===== config.mk =====
export PLATFORM = sky130hd
export DESIGN_NAME = sir_section_irq
export DESIGN_NICKNAME = d
export VERILOG_FILES = /design/src/verilog/sir_pkg.sv /design/src/verilog/sir_b1_tally.sv /design/src/verilog/sir_section_irq.sv
export SDC_FILE = /design/constraint.sdc
export NUM_CORES = 1
export LEC_CHECK = 0
export BUFFER_PORTS_ARGS = -buffer_cell sky130_fd_sc_hd__buf_2
export CAP_MARGIN = 20
export CORE_UTILIZATION = 40
export CTS_CLUSTER_SIZE = 16
export DETAILED_ROUTE_END_ITERATION = 10
export SYNTH_ARGS = -nofsm -noshare
export SYNTH_HDL_FRONTEND = slang
export SYNTH_SLANG_ARGS = --single-unit

===== constraint.sdc =====
create_clock -name clk -period 4.9 [get_ports clk]
set_input_delay 0.735 -clock clk [delete_from_list [all_inputs] [get_ports clk]]
set_output_delay 0.735 -clock clk [all_outputs]
set_load 0.05 [all_outputs]

===== src/verilog/sir_pkg.sv =====
// Operation
// - k1/k2 unstable declare or clear raises interrupt when its enable is set
// - new k1/k2 accepted after 3 or 5 identical frames; acceptance interrupts
// - enable bit 7: signal-failure declare or clear interrupts
// - enable bit 6: signal-degrade declare or clear interrupts
// - enable bit 5: each ms-rei detection interrupts
// - enable bit 4: each b2 parity error interrupts
// - enable bit 3: each b1 parity error interrupts
// - enable bit 2: loss-of-frame declare or clear interrupts
// - enable bit 1: severely-errored-frame declare or clear interrupts
// - enable bit 0: loss-of-signal declare or clear interrupts
// - b1 tally is 32 bits over four bytes, byte3 high, byte2 next
// - reading a tally byte returns it then zeroes it; bytes reset zero
// - per-bit mode adds count of wrong bits in each b1 byte
// - per-frame mode adds one per frame with any b1 error
// - register set replicated three times, channel selected by 0x05 to 0x07
// - status bit shows event since last read and clears on read
package sir_pkg;

    // ------------------------------------------------------------
    // address map
    // ------------------------------------------------------------
    localparam int ADDR_W = 20;
    localparam logic [7:0] CHAN_FIRST = 8'h05;
    localparam logic [7:0] CHAN_LAST = 8'h07;
    localparam logic [11:0] OFS_CONTROL = 12'h100;
    localparam logic [11:0] OFS_K1_ACCEPTED = 12'h101;
    localparam logic [11:0] OFS_K2_ACCEPTED = 12'h102;
    localparam logic [11:0] OFS_DEFECT_STATE = 12'h107;
    localparam logic [11:0] OFS_IRQ_STATUS1 = 12'h10B;
    localparam logic [11:0] OFS_IRQ_STATUS0 = 12'h10C;
    localparam logic [11:0] OFS_IRQ_ENABLE1 = 12'h10E;
    localparam logic [11:0] OFS_IRQ_ENABLE0 = 12'h10F;
    localparam logic [11:0] OFS_TALLY3 = 12'h110;
    localparam logic [11:0] OFS_TALLY2 = 12'h111;
    localparam logic [11:0] OFS_TALLY1 = 12'h112;
    localparam logic [11:0] OFS_TALLY0 = 12'h113;

    // ------------------------------------------------------------
    // field positions and reset values
    // ------------------------------------------------------------
    localparam int EN0_SF = 7;
    localparam int EN0_SD = 6;
    localparam int EN0_REI = 5;
    localparam int EN0_B2 = 4;
    localparam int EN0_B1 = 3;
    localparam int EN0_LOF = 2;
    localparam int EN0_SEF = 1;
    localparam int EN0_LOS = 0;
    localparam int EN1_KUNSTABLE = 1;
    localparam int EN1_KNEW = 0;
    localparam int EN1_UNUSED = 2;
    localparam int CTL_PER_FRAME = 0;
    localparam int CTL_K_FIVE = 1;
    localparam logic [7:0] ENABLE_RST = 8'h00;
    localparam logic [7:0] CONTROL_RST = 8'h00;
    localparam logic [7:0] TALLY_RST = 8'h00;
    localparam logic [7:0] READ_UNMAPPED = 8'h00;

    // ------------------------------------------------------------
    // k1/k2 persistence counts
    // ------------------------------------------------------------
    localparam logic [2:0] K_PERSIST_SHORT = 3'h3;
    localparam logic [2:0] K_PERSIST_LONG = 3'h5;

    // ------------------------------------------------------------
    // per-channel signals from the section overhead receiver
    // ------------------------------------------------------------
    typedef struct packed {
        logic sf;
        logic sd;
        logic lof;
        logic sef;
        logic los;
        logic k_unstable;
        logic ms_rei;
        logic b2_err;
        logic b1_valid;
        logic [7:0] b1_mask;
        logic k_valid;
        logic [15:0] k_value;
    } sir_rx_t;

    // ------------------------------------------------------------
    // microprocessor port request
    // ------------------------------------------------------------
    typedef struct packed {
        logic rd;
        logic wr;
        logic [ADDR_W-1:0] addr;
        logic [7:0] wdata;
    } sir_cpu_t;

endpackage


===== src/verilog/sir_b1_tally.sv =====
module sir_b1_tally
(
    // clock and reset
    input wire logic clk,
    input wire logic sys_rst,
    // control
    input wire logic per_frame,
    input wire logic [3:0] byte_clr,
    // receiver
    input wire logic b1_valid,
    input wire logic [7:0] b1_mask,
    // tally
    output logic [31:0] tally
);

    logic [31:0] tally_reg;
    logic [31:0] tally_next;
    logic [3:0] bits_wrong;
    logic [31:0] incr;
    logic [31:0] kept;

    always_comb
    begin
        bits_wrong = 4'h0;
        for (int i = 0; i < 8; i++)
        begin
            bits_wrong = bits_wrong + {3'h0, b1_mask[i]};
        end
        incr = 32'h0;
        if (b1_valid)
        begin
            if (per_frame)
            begin
                incr = {31'h0, |b1_mask};
            end
            else
            begin
                incr = {28'h0, bits_wrong};
            end
        end
        // the read byte is zeroed first so a same-cycle error is still counted
        kept = tally_reg;
        for (int b = 0; b < 4; b++)
        begin
            if (byte_clr[b])
            begin
                kept[b*8 +: 8] = sir_pkg::TALLY_RST;
            end
        end
        tally_next = kept + incr;
    end

    always_ff @(posedge clk)
    begin
        if (sys_rst)
        begin
            tally_reg <= {4{sir_pkg::TALLY_RST}};
        end
        else
        begin
            tally_reg <= tally_next;
        end
    end

    assign tally = tally_reg;

endmodule


===== src/verilog/sir_section_irq.sv =====
module sir_section_irq
#(
    parameter int CHANNELS = 3
)
(
    // clock and reset
    input wire logic clk,
    input wire logic sys_rst,
    // microprocessor port
    input wire sir_pkg::sir_cpu_t cpu_req,
    output logic [7:0] cpu_rdata,
    // receiver events, one entry per channel
    input wire sir_pkg::sir_rx_t [CHANNELS-1:0] rx_in,
    // interrupt
    output logic irq
);

    // ------------------------------------------------------------
    // state
    // ------------------------------------------------------------
    logic [7:0] enable0_reg [CHANNELS];
    logic [7:0] enable0_next [CHANNELS];
    logic [7:0] enable1_reg [CHANNELS];
    logic [7:0] enable1_next [CHANNELS];
    logic [7:0] control_reg [CHANNELS];
    logic [7:0] control_next [CHANNELS];
    logic [7:0] status0_reg [CHANNELS];
    logic [7:0] status0_next [CHANNELS];
    logic [1:0] status1_reg [CHANNELS];
    logic [1:0] status1_next [CHANNELS];
    logic [5:0] defect_reg [CHANNELS];
    logic [5:0] defect_next [CHANNELS];
    logic [15:0] k_cand_reg [CHANNELS];
    logic [15:0] k_cand_next [CHANNELS];
    logic [2:0] k_cnt_reg [CHANNELS];
    logic [2:0] k_cnt_next [CHANNELS];
    logic [15:0] k_acc_reg [CHANNELS];
    logic [15:0] k_acc_next [CHANNELS];
    logic [7:0] rdata_reg;
    logic [7:0] rdata_next;
    logic irq_reg;
    logic irq_next;

    // ------------------------------------------------------------
    // decode
    // ------------------------------------------------------------
    logic [7:0] chan_field;
    logic [11:0] ofs;
    logic chan_hit;
    logic [7:0] chan_idx;
    logic [31:0] tally [CHANNELS];
    logic [3:0] tally_clr [CHANNELS];
    logic [CHANNELS-1:0] rd_hit;
    logic [CHANNELS-1:0] wr_hit;
    logic [CHANNELS-1:0] k_new;
    logic [5:0] defect_chg [CHANNELS];

    assign chan_field = cpu_req.addr[sir_pkg::ADDR_W-1 -: 8];
    assign ofs = cpu_req.addr[11:0];
    assign chan_hit = (chan_field >= sir_pkg::CHAN_FIRST) && (chan_field <= sir_pkg::CHAN_LAST);
    assign chan_idx = chan_field - sir_pkg::CHAN_FIRST;

    // ------------------------------------------------------------
    // b1 tallies
    // ------------------------------------------------------------
    genvar g;
    generate
        for (g = 0; g < CHANNELS; g++)
        begin : gen_tally
            always_comb
            begin
                tally_clr[g] = 4'h0;
                if (cpu_req.rd && chan_hit && (chan_idx == 8'(g)))
                begin
                    tally_clr[g][3] = (ofs == sir_pkg::OFS_TALLY3);
                    tally_clr[g][2] = (ofs == sir_pkg::OFS_TALLY2);
                    tally_clr[g][1] = (ofs == sir_pkg::OFS_TALLY1);
                    tally_clr[g][0] = (ofs == sir_pkg::OFS_TALLY0);
                end
            end

            sir_b1_tally u_tally
            (
                .clk(clk),
                .sys_rst(sys_rst),
                .per_frame(control_reg[g][sir_pkg::CTL_PER_FRAME]),
                .byte_clr(tally_clr[g]),
                .b1_valid(rx_in[g].b1_valid),
                .b1_mask(rx_in[g].b1_mask),
                .tally(tally[g])
            );
        end
    endgenerate

    // ------------------------------------------------------------
    // per-channel bus strobes
    // ------------------------------------------------------------
    always_comb
    begin
        for (int c = 0; c < CHANNELS; c++)
        begin
            rd_hit[c] = cpu_req.rd && chan_hit && (chan_idx == 8'(c));
            wr_hit[c] = cpu_req.wr && chan_hit && (chan_idx == 8'(c));
        end
    end

    // ------------------------------------------------------------
    // enables and control
    // ------------------------------------------------------------
    always_comb
    begin
        for (int c = 0; c < CHANNELS; c++)
        begin
            enable0_next[c] = enable0_reg[c];
            enable1_next[c] = enable1_reg[c];
            control_next[c] = control_reg[c];
            if (wr_hit[c])
            begin
                case (ofs)
                    sir_pkg::OFS_IRQ_ENABLE0:
                    begin
                        enable0_next[c] = cpu_req.wdata;
                    end
                    sir_pkg::OFS_IRQ_ENABLE1:
                    begin
                        enable1_next[c] = cpu_req.wdata & ~(8'h01 << sir_pkg::EN1_UNUSED);
                    end
                    sir_pkg::OFS_CONTROL:
                    begin
                        control_next[c] = cpu_req.wdata & 8'h03;
                    end
                    default:
                    begin
                        control_next[c] = control_reg[c];
                    end
                endcase
            end
        end
    end

    always_ff @(posedge clk)
    begin
        for (int c = 0; c < CHANNELS; c++)
        begin
            if (sys_rst)
            begin
                enable0_reg[c] <= sir_pkg::ENABLE_RST;
                enable1_reg[c] <= sir_pkg::ENABLE_RST;
                control_reg[c] <= sir_pkg::CONTROL_RST;
            end
            else
            begin
                enable0_reg[c] <= enable0_next[c];
                enable1_reg[c] <= enable1_next[c];
                control_reg[c] <= control_next[c];
            end
        end
    end

    // ------------------------------------------------------------
    // defect history
    // ------------------------------------------------------------
    // any edge of a defect level is a change event
    always_comb
    begin
        for (int c = 0; c < CHANNELS; c++)
        begin
            defect_next[c] = {rx_in[c].sf, rx_in[c].sd, rx_in[c].lof, rx_in[c].sef, rx_in[c].los, rx_in[c].k_unstable};
            defect_chg[c] = defect_next[c] ^ defect_reg[c];
        end
    end

    always_ff @(posedge clk)
    begin
        for (int c = 0; c < CHANNELS; c++)
        begin
            if (sys_rst)
            begin
                defect_reg[c] <= 6'h0;
            end
            else
            begin
                defect_reg[c] <= defect_next[c];
            end
        end
    end

    // ------------------------------------------------------------
    // k1/k2 persistence filter
    // ------------------------------------------------------------
    always_comb
    begin
        logic [2:0] target;
        target = sir_pkg::K_PERSIST_SHORT;
        for (int c = 0; c < CHANNELS; c++)
        begin
            k_cand_next[c] = k_cand_reg[c];
            k_cnt_next[c] = k_cnt_reg[c];
            k_acc_next[c] = k_acc_reg[c];
            k_new[c] = 1'b0;
            target = control_reg[c][sir_pkg::CTL_K_FIVE] ? sir_pkg::K_PERSIST_LONG : sir_pkg::K_PERSIST_SHORT;
            if (rx_in[c].k_valid)
            begin
                if (rx_in[c].k_value == k_cand_reg[c])
                begin
                    if (k_cnt_reg[c] < target)
                    begin
                        k_cnt_next[c] = k_cnt_reg[c] + 3'h1;
                    end
                end
                else
                begin
                    k_cand_next[c] = rx_in[c].k_value;
                    k_cnt_next[c] = 3'h1;
                end
                if ((k_cnt_next[c] >= target) && (k_cand_next[c] != k_acc_reg[c]))
                begin
                    k_acc_next[c] = k_cand_next[c];
                    k_new[c] = 1'b1;
                end
            end
        end
    end

    always_ff @(posedge clk)
    begin
        for (int c = 0; c < CHANNELS; c++)
        begin
            if (sys_rst)
            begin
                k_cand_reg[c] <= 16'h0000;
                k_cnt_reg[c] <= 3'h0;
                k_acc_reg[c] <= 16'h0000;
            end
            else
            begin
                k_cand_reg[c] <= k_cand_next[c];
                k_cnt_reg[c] <= k_cnt_next[c];
                k_acc_reg[c] <= k_acc_next[c];
            end
        end
    end

    // ------------------------------------------------------------
    // events and status
    // ------------------------------------------------------------
    always_comb
    begin
        logic [7:0] evt0;
        logic [1:0] evt1;
        evt0 = 8'h00;
        evt1 = 2'h0;
        for (int c = 0; c < CHANNELS; c++)
        begin
            evt1[sir_pkg::EN1_KNEW] = k_new[c];
            evt1[sir_pkg::EN1_KUNSTABLE] = defect_chg[c][0];
            evt0[sir_pkg::EN0_SF] = defect_chg[c][5];
            evt0[sir_pkg::EN0_SD] = defect_chg[c][4];
            evt0[sir_pkg::EN0_REI] = rx_in[c].ms_rei;
            evt0[sir_pkg::EN0_B2] = rx_in[c].b2_err;
            evt0[sir_pkg::EN0_B1] = rx_in[c].b1_valid && (|rx_in[c].b1_mask);
            evt0[sir_pkg::EN0_LOF] = defect_chg[c][3];
            evt0[sir_pkg::EN0_SEF] = defect_chg[c][2];
            evt0[sir_pkg::EN0_LOS] = defect_chg[c][1];
            // a set in the same cycle as the clearing read survives
            status0_next[c] = status0_reg[c];
            status1_next[c] = status1_reg[c];
            if (rd_hit[c] && (ofs == sir_pkg::OFS_IRQ_STATUS0))
            begin
                status0_next[c] = 8'h00;
            end
            if (rd_hit[c] && (ofs == sir_pkg::OFS_IRQ_STATUS1))
            begin
                status1_next[c] = 2'h0;
            end
            status0_next[c] = status0_next[c] | evt0;
            status1_next[c] = status1_next[c] | evt1;
        end
    end

    always_ff @(posedge clk)
    begin
        for (int c = 0; c < CHANNELS; c++)
        begin
            if (sys_rst)
            begin
                status0_reg[c] <= 8'h00;
                status1_reg[c] <= 2'h0;
            end
            else
            begin
                status0_reg[c] <= status0_next[c];
                status1_reg[c] <= status1_next[c];
            end
        end
    end

    // ------------------------------------------------------------
    // read data and interrupt
    // ------------------------------------------------------------
    always_comb
    begin
        logic [7:0] pend;
        pend = 8'h00;
        irq_next = 1'b0;
        rdata_next = rdata_reg;
        if (cpu_req.rd && !chan_hit)
        begin
            rdata_next = sir_pkg::READ_UNMAPPED;
        end
        for (int c = 0; c < CHANNELS; c++)
        begin
            if (rd_hit[c])
            begin
                case (ofs)
                    sir_pkg::OFS_CONTROL: rdata_next = control_reg[c];
                    sir_pkg::OFS_K1_ACCEPTED: rdata_next = k_acc_reg[c][15:8];
                    sir_pkg::OFS_K2_ACCEPTED: rdata_next = k_acc_reg[c][7:0];
                    sir_pkg::OFS_DEFECT_STATE: rdata_next = {2'h0, defect_reg[c]};
                    sir_pkg::OFS_IRQ_STATUS0: rdata_next = status0_reg[c];
                    sir_pkg::OFS_IRQ_STATUS1: rdata_next = {6'h0, status1_reg[c]};
                    sir_pkg::OFS_IRQ_ENABLE0: rdata_next = enable0_reg[c];
                    sir_pkg::OFS_IRQ_ENABLE1: rdata_next = enable1_reg[c];
                    sir_pkg::OFS_TALLY3: rdata_next = tally[c][31:24];
                    sir_pkg::OFS_TALLY2: rdata_next = tally[c][23:16];
                    sir_pkg::OFS_TALLY1: rdata_next = tally[c][15:8];
                    sir_pkg::OFS_TALLY0: rdata_next = tally[c][7:0];
                    default: rdata_next = sir_pkg::READ_UNMAPPED;
                endcase
            end
            // enables gate only the output, status records every event
            pend = (status0_next[c] & enable0_next[c]) | {6'h0, status1_next[c] & enable1_next[c][1:0]};
            irq_next = irq_next | (|pend);
        end
    end

    always_ff @(posedge clk)
    begin
        if (sys_rst)
        begin
            rdata_reg <= sir_pkg::READ_UNMAPPED;
            irq_reg <= 1'b0;
        end
        else
        begin
            rdata_reg <= rdata_next;
            irq_reg <= irq_next;
        end
    end

    assign cpu_rdata = rdata_reg;
    assign irq = irq_reg;

endmodule


==> results of run 1 <==
[Yosys cell counts, types with 28 or more instances]
library cell,instances,share of area
nand3_1,47,0.014
ha_1,39,0.029
xor2_1,134,0.070
dfxtp_1,309,0.37
inv_1,67,0.015
nor2b_1,40,0.015
a21oi_1,83,0.025
a222oi_1,28,0.017
nand4_1,45,0.017
mux2i_1,138,0.083
a22oi_1,40,0.018
o21ai_0,29,0.0087
nor3_1,44,0.013
clkbuf_1,72,0.016
and3_1,31,0.012
nor4_1,44,0.017
nor2_1,277,0.062
xnor2_1,64,0.034
nand2_1,132,0.030
[through the flow]
stage               utilization  area, sq um  hold slack [ns]  power [mW]
floorplan                     -        16700            0.431        3.18
global placement          0.445        18200            0.439        3.44
detailed placement        0.445        18200            0.448        3.46
CTS                       0.474        19400            0.416        6.23
global route              0.475        19400            0.433        6.42
finish                    0.475        19400            0.429        6.19
[kinds of logic after synthesis]
| logic type | after synthesis | synth area share |
|---|---|---|
| flip-flops | 309 | 0.372 |
| multiplexers | 140 | 0.0843 |
| XOR/XNOR | 198 | 0.104 |
| adder cells (fa/ha/maj) | 54 | 0.0473 |
| AO/OA/AOI/OAI | 308 | 0.130 |
| AND/OR/NAND/NOR | 749 | 0.223 |
| buffers and inverters | 165 | 0.0394 |
[metal layers]
layer / track usage / vias up / routed length, microns
li1: - / 7115 / -
met1: 0.365 / 7156 / 24500
met2: 0.379 / 654 / 23700
met3: 0.0446 / 113 / 4560
met4: 0.0982 / 4 / 1990
met5: 0 / - / 21
[area by class of cell]
class	instances	area (sq um)
clock inverters	17	213
repair buffers	204	1200
well taps	532	666
clock buffers	48	996
diodes	3	7.51
fillers	4017	21500
inverters	67	251
multi-input cells	1449	9910
flip-flops and latches	309	6190
[power by group through the flow]
stage / registers [mW] / clock network [mW] / logic [mW]
detailed placement: 2.74 / 0 / 0.722
finish: 2.69 / 2.77 / 0.726
global placement: 2.74 / 0 / 0.703
floorplan: 2.70 / 0 / 0.479
CTS: 2.68 / 2.82 / 0.730
global route: 2.69 / 2.91 / 0.816
[worst register-to-register path, cell delays in order, from the launching register on]
cell       delay (ns)
dfxtp_1          0.42
ha_1             0.28
a21o_1           0.18
a21oi_1          0.28
mux2i_1          0.24
nor2_1           0.07
ha_1             0.30
o21a_1           0.19
o211ai_1         0.19
o21ai_0          0.24
a2111oi_2        0.40
a41oi_1          0.18
[final timing paths]
kind              slack (ns)  cells after the start              start                              to
setup / recovery        0.32                     19          rx_in[18]  gen_tally[0].u_tally.tally[29]
hold / removal          0.43                      2          rx_in[99]                defect_reg[2][3]
setup reg to reg        1.76                     11  control_reg[1][1]                             irq
hold reg to reg         0.46                      2  enable1_reg[0][7]               enable1_reg[0][7]
==> flow_metrics.tcl, run 1 <==
set metrics [dict create \
    wire_per_inst_microns 20.8 \
    row_count 74 \
    layout_common_cells "dfxtp_1 (309), nor2_1 (277), buf_2 (141)" \
    crit_chain "buf_2 -> inv_1 -> ha_1 -> inv_1 -> fa_1 -> fa_1 -> fa_1 -> fa_1 -> or2_2 -> inv_1 -> ha_1 -> a21o_1 -> a21o_1 -> a21oi_1 -> buf_4 -> nor4_4 -> nand3_1 -> or4_1 -> a21oi_1" \
    drt-pass1-iter-count 9 \
    layout_commonest_cell "dfxtp_1" \
    post-dp-hpwl_microns 40800 \
    clock_latency_ns 0.54 \
    hold_viol_final 0 \
    p_per_area_mw_per_mm2 319 \
    comb_power_share 0.117 \
    drv_cap 0 \
    grt_use_total 0.255 \
    die-area_sq_mm 0.0424 \
    setup_viol 0 \
    synth_warnings 0 \
    crit_path_top_delay_cell "fa_1" \
    min_period_over_period 0.934 \
    post-place-ws_ns -0.208 \
    tightest_slew_ns 1.05 \
    drc 0 \
    synth_edf_count 0 \
    cts-hold-fix-buffers 0 \
    critPathKind "primary input to flip-flop" \
    switchingPower_mw 1.61 \
    crit_path_start_kind "primary input" \
    cts-resized-gates 0 \
    clock-sinks 309 \
    p_seq_frac 0.434 \
    rsz0062_at_grt "false" \
    gp_congestion 0.945 \
    p_int_mw 4.58 \
    antenna_found_initial 4 \
    vias_per_cell 5.72 \
    syn_avg_cell_area_sq_um 8.66 \
    p_sw_frac 0.260 \
    largest_reg_flops 96 \
    drtIter0Drc 1577 \
    initial_core_util 0.407 \
    hp-class "primary input to flip-flop" \
    fin_cells 2629 \
    synthCells 1923 \
    die_y_microns 206 \
    status "finished, final reports clean" \
    pwr-share-clk 0.448 \
    peakVddDrop_uv 244 \
    gr-total-overflow 0 \
    synth_nets 2111 \
    cts-buffers-inserted 36 \
    drive_gt1_frac 0.141 \
    grt_pass1_vias 14006 \
    ys.flop_type "dfxtp_1" \
    cpMostUsedCell "fa_1" \
    setup_tns_ns 0 \
    root_buffer "clkbuf_16" \
    fin_skew_ns 0.0175 \
    fin_ws_ns 0.321 \
    postCtsSetupBuffers 0 \
    cts_tree "done" \
    power_leakage_nw 8.12 \
    yosysUniqueCellTypes 73 \
    period_needed_ns 4.58 \
    worstSetupEndpointType "flip-flop" \
    cts.clk_slew.worst_paths_ns 0.06 \
    vias 15042 \
    syn_area_sq_mm 0.0166 \
    dpl.cell_count 2561 \
    grt_max_degree 168 \
    core_area_sq_mm 0.0409 \
    max_stage_delay_ns 0.50 \
    cts_max_path_buffers 3 \
    pin_count 143 \
    nNetsFinal 2255 \
    crit_arrival_ns 5.03 \
    die_w_microns 206 \
    ys_ff_latch 309 \
    drt.antenna.violating_nets 0 \
    io_buffers 142 \
    finalMaxSlewViolations 0 \
    critPathMaxFanout 8 \
    timing.fmax_mhz 218 \
    cts-htree-levels 2 \
    routed_wl_microns 54800 \
    cp_top_family "adder cells" \
    critPathRequiredTime_ns 5.35 \
    async_flop_share 0 \
    grt_pass1_wl_microns 83300 \
    slew_headroom 0.289 \
    worst-path-buf-inv 5 \
    seq_area_frac_synth 0.372 \
    syn2layout_area_growth_pct 16.7 \
]
Note: power is estimated with default switching activity, not from simulation.
==> run 2: changes to the inputs <==
- ABC_AREA: default -> 1
==> flow_metrics.tcl, run 2 <==
set metrics [dict create \
    hp-class "primary input to flip-flop" \
    cp_top_family "adder cells" \
    yosysTopAreaCellShare 0.338 \
    cts-htree-levels 2 \
    root_buffer "clkbuf_16" \
    rrSetupSlack_ns 1.57 \
    clock-sinks 309 \
    io_buffers 142 \
    row_count 78 \
    clock_latency_ns 0.56 \
    fin_cells 3530 \
    drv_cap 0 \
    vias_per_cell 5.26 \
    crit_cells 22 \
    power_leakage_nw 8.86 \
    cts-buffers-inserted 37 \
    crit_path_start_kind "primary input" \
    tightest_slew_ns 0.985 \
    critPathRequiredTime_ns 5.33 \
    grt_max_degree 110 \
    drt-pass1-iter-count 5 \
    cts-hold-fix-buffers 0 \
    busiest_layer "met2" \
    crit_chain "buf_2 -> inv_1 -> ha_1 -> inv_1 -> fa_1 -> fa_1 -> fa_1 -> fa_1 -> nor2_1 -> inv_1 -> fa_1 -> o31ai_1 -> inv_1 -> nor2_1 -> nand3_1 -> inv_1 -> nand2_1 -> nor2_1 -> buf_4 -> nand3_1 -> o21ai_0 -> a21oi_1" \
    fin_skew_ns 0.0203 \
    crit_path_top_delay_cell "fa_1" \
    rr_endpoint "irq" \
    synth_edf_count 0 \
    initial_core_util 0.405 \
    drive_gt1_frac 0.107 \
    period_needed_ns 4.53 \
    cts.clk_slew.worst_paths_ns 0.06 \
    drc 0 \
    die-area_sq_mm 0.0467 \
    slew_headroom 0.341 \
    reg2reg_from "control_reg[1][1]" \
    cts_max_path_buffers 3 \
    min_period_over_period 0.924 \
    use_met2 0.399 \
    core_area_sq_mm 0.0453 \
    vias 18562 \
    critPathMaxFanout 3 \
    syn2layout_area_growth_pct 14.3 \
    worstSetupEndpointType "flip-flop" \
    async_flop_share 0 \
    timing.fmax_mhz 221 \
    layout_commonest_cell "nand2_1" \
    cts_tree "done" \
    max_stage_delay_ns 0.47 \
    largest_reg_flops 96 \
    p_per_area_mw_per_mm2 294 \
    synth_area_leaders "dfxtp_1 (34%), nand2_1 (11%), nor2_1 (8.3%), inv_1 (8.1%), a21oi_1 (5.7%)" \
    yosysUniqueCellTypes 53 \
    antenna_found_initial 2 \
    synth_top_area_cell "dfxtp_1" \
    synth_nets 2954 \
    post-dp-hpwl_microns 44800 \
    finalMaxSlewViolations 0 \
    crit_arrival_ns 4.96 \
    rsz0062_at_grt "false" \
    pin_count 143 \
    status "finished, final reports clean" \
    ys_ff_latch 309 \
    wire_per_inst_microns 16.9 \
    drtIter0Drc 1769 \
    layout_common_cells "nand2_1 (515), nor2_1 (403), inv_1 (394)" \
    grt_pass1_wl_microns 94600 \
    power_mw 6.15 \
    synth_warnings 0 \
    grt_pass1_vias 17533 \
    ys.flop_type "dfxtp_1" \
    synthCells 2766 \
    nNetsFinal 3089 \
    gr-total-overflow 0 \
    die_w_microns 216 \
    fillers 4716 \
    grt_use_total 0.255 \
    seq_area_frac_synth 0.338 \
    dpl.cell_count 3462 \
    peakVddDrop_uv 261 \
    reg2reg_depth 18 \
    yosysMostFrequentCell "nand2_1" \
    syn_avg_cell_area_sq_um 6.62 \
    worst-path-buf-inv 7 \
    startpoint "rx_in[17]" \
    met1_usage 0.350 \
    die_y_microns 216 \
    setup_viol 0 \
    critPathCapture "gen_tally[0].u_tally.tally[12]" \
    routed_wl_microns 59600 \
    grtUsageMet3 0.0506 \
    gp_congestion 0.920 \
    syn_area_sq_mm 0.0183 \
    hold_viol_final 0 \
    drt.antenna.violating_nets 0 \
    synthTopCellsByCount "nand2_1 (515), nor2_1 (404), inv_1 (395)" \
    critPathKind "primary input to flip-flop" \
]
run 2: cell types whose count changed after synthesis, sizes merged, moves of 40 or more:
cell   before  now
a21oi      83  208
inv        67  413
mux2i     138    1
nand2     132  532
nand3      47  189
nor2      279  423
nor2b      40    0
nor4       54    5
o21ai      38  181
xor2      134   56
run 2: through the flow:
step	setup slack [ns]	area (sq um)	TNS, ns	hold WS (ns)	utilization
6_report	0.375	20900	0	0.408	0.462
5_1_grt	0.0777	20900	0	0.402	0.462
4_1_cts	0.339	20900	0	0.389	0.462
3_5_place_dp	-0.264	19700	-2.47	0.448	0.436
3_3_place_gp	-0.176	19700	-0.651	0.444	0.436
2_1_floorplan	0.0290	18300	0	0.430	-
run 2: worst register-to-register path, cell delays in order, from the launching register on:
cell     delay, ns
dfxtp_1       0.37
inv_1         0.12
ha_1          0.31
a21oi_1       0.15
nand2_1       0.13
o21ai_0       0.17
nor3b_1       0.32
ha_1          0.30
a21oi_1       0.14
nand2_1       0.16
nand3_1       0.10
buf_4         0.29
nand2_1       0.14
nand2_1       0.09
nand2_1       0.05
inv_1         0.04
nand4_1       0.16
nand2_1       0.10
inv_1         0.08
run 2: how the worst min path moves through the flow:
stage	startpoint	to	slack (ns)	cells past startpoint
4_1_cts	rx_in[30]	defect_reg[0][2]	0.39	3
3_5_place_dp	enable1_reg[0][7]	enable1_reg[0][7]	0.45	2
5_1_grt	rx_in[96]	defect_reg[2][0]	0.40	3
2_1_floorplan	enable1_reg[0][3]	enable1_reg[0][3]	0.43	2
6_report	rx_in[30]	defect_reg[0][2]	0.41	3
3_3_place_gp	enable1_reg[0][5]	enable1_reg[0][5]	0.44	2
run 2: logic make-up after synthesis:
family	after synthesis	share of synthesized area
fa+ha+maj	54	0.0430
xor+xnor	116	0.0555
flops	309	0.338
simple gates	1258	0.295
compound gates	520	0.160
mux	2	0.00116
buf+inv	507	0.107
run 2: final cells by class:
class                      count  area, sq um  area share
sequential                   309         6190       0.295
inverter                     420         1580      0.0754
tap                          600          751      0.0359
multi-input combinational   1950        10200       0.487
antenna                        1         2.50    0.000120
timing repair buffer         183         1020      0.0489
clock buffer                  59         1100      0.0525
clock inverter                 8          101     0.00484
run 2: routing by layer:
layer | part of all wire | routed length [microns]
met1 | 0.46 | 27400
met2 | 0.44 | 26000
met3 | 0.073 | 4330
met4 | 0.030 | 1810
met5 | 0.00013 | 8
run 2: repair_timing:
action,CTS,global route
setup endpoints to repair,0,2
gates resized for setup,0,1
endpoints found under the hold margin,0,0
buffers inserted,0,0
run 2: where the power goes:
group          total (mW)  switching (mW)  internal [mW]  leakage [nW]
Sequential           2.68          0.0689           2.61          2.52
Clock                2.77            1.13           1.65         0.590
Combinational       0.697           0.427          0.270          5.75
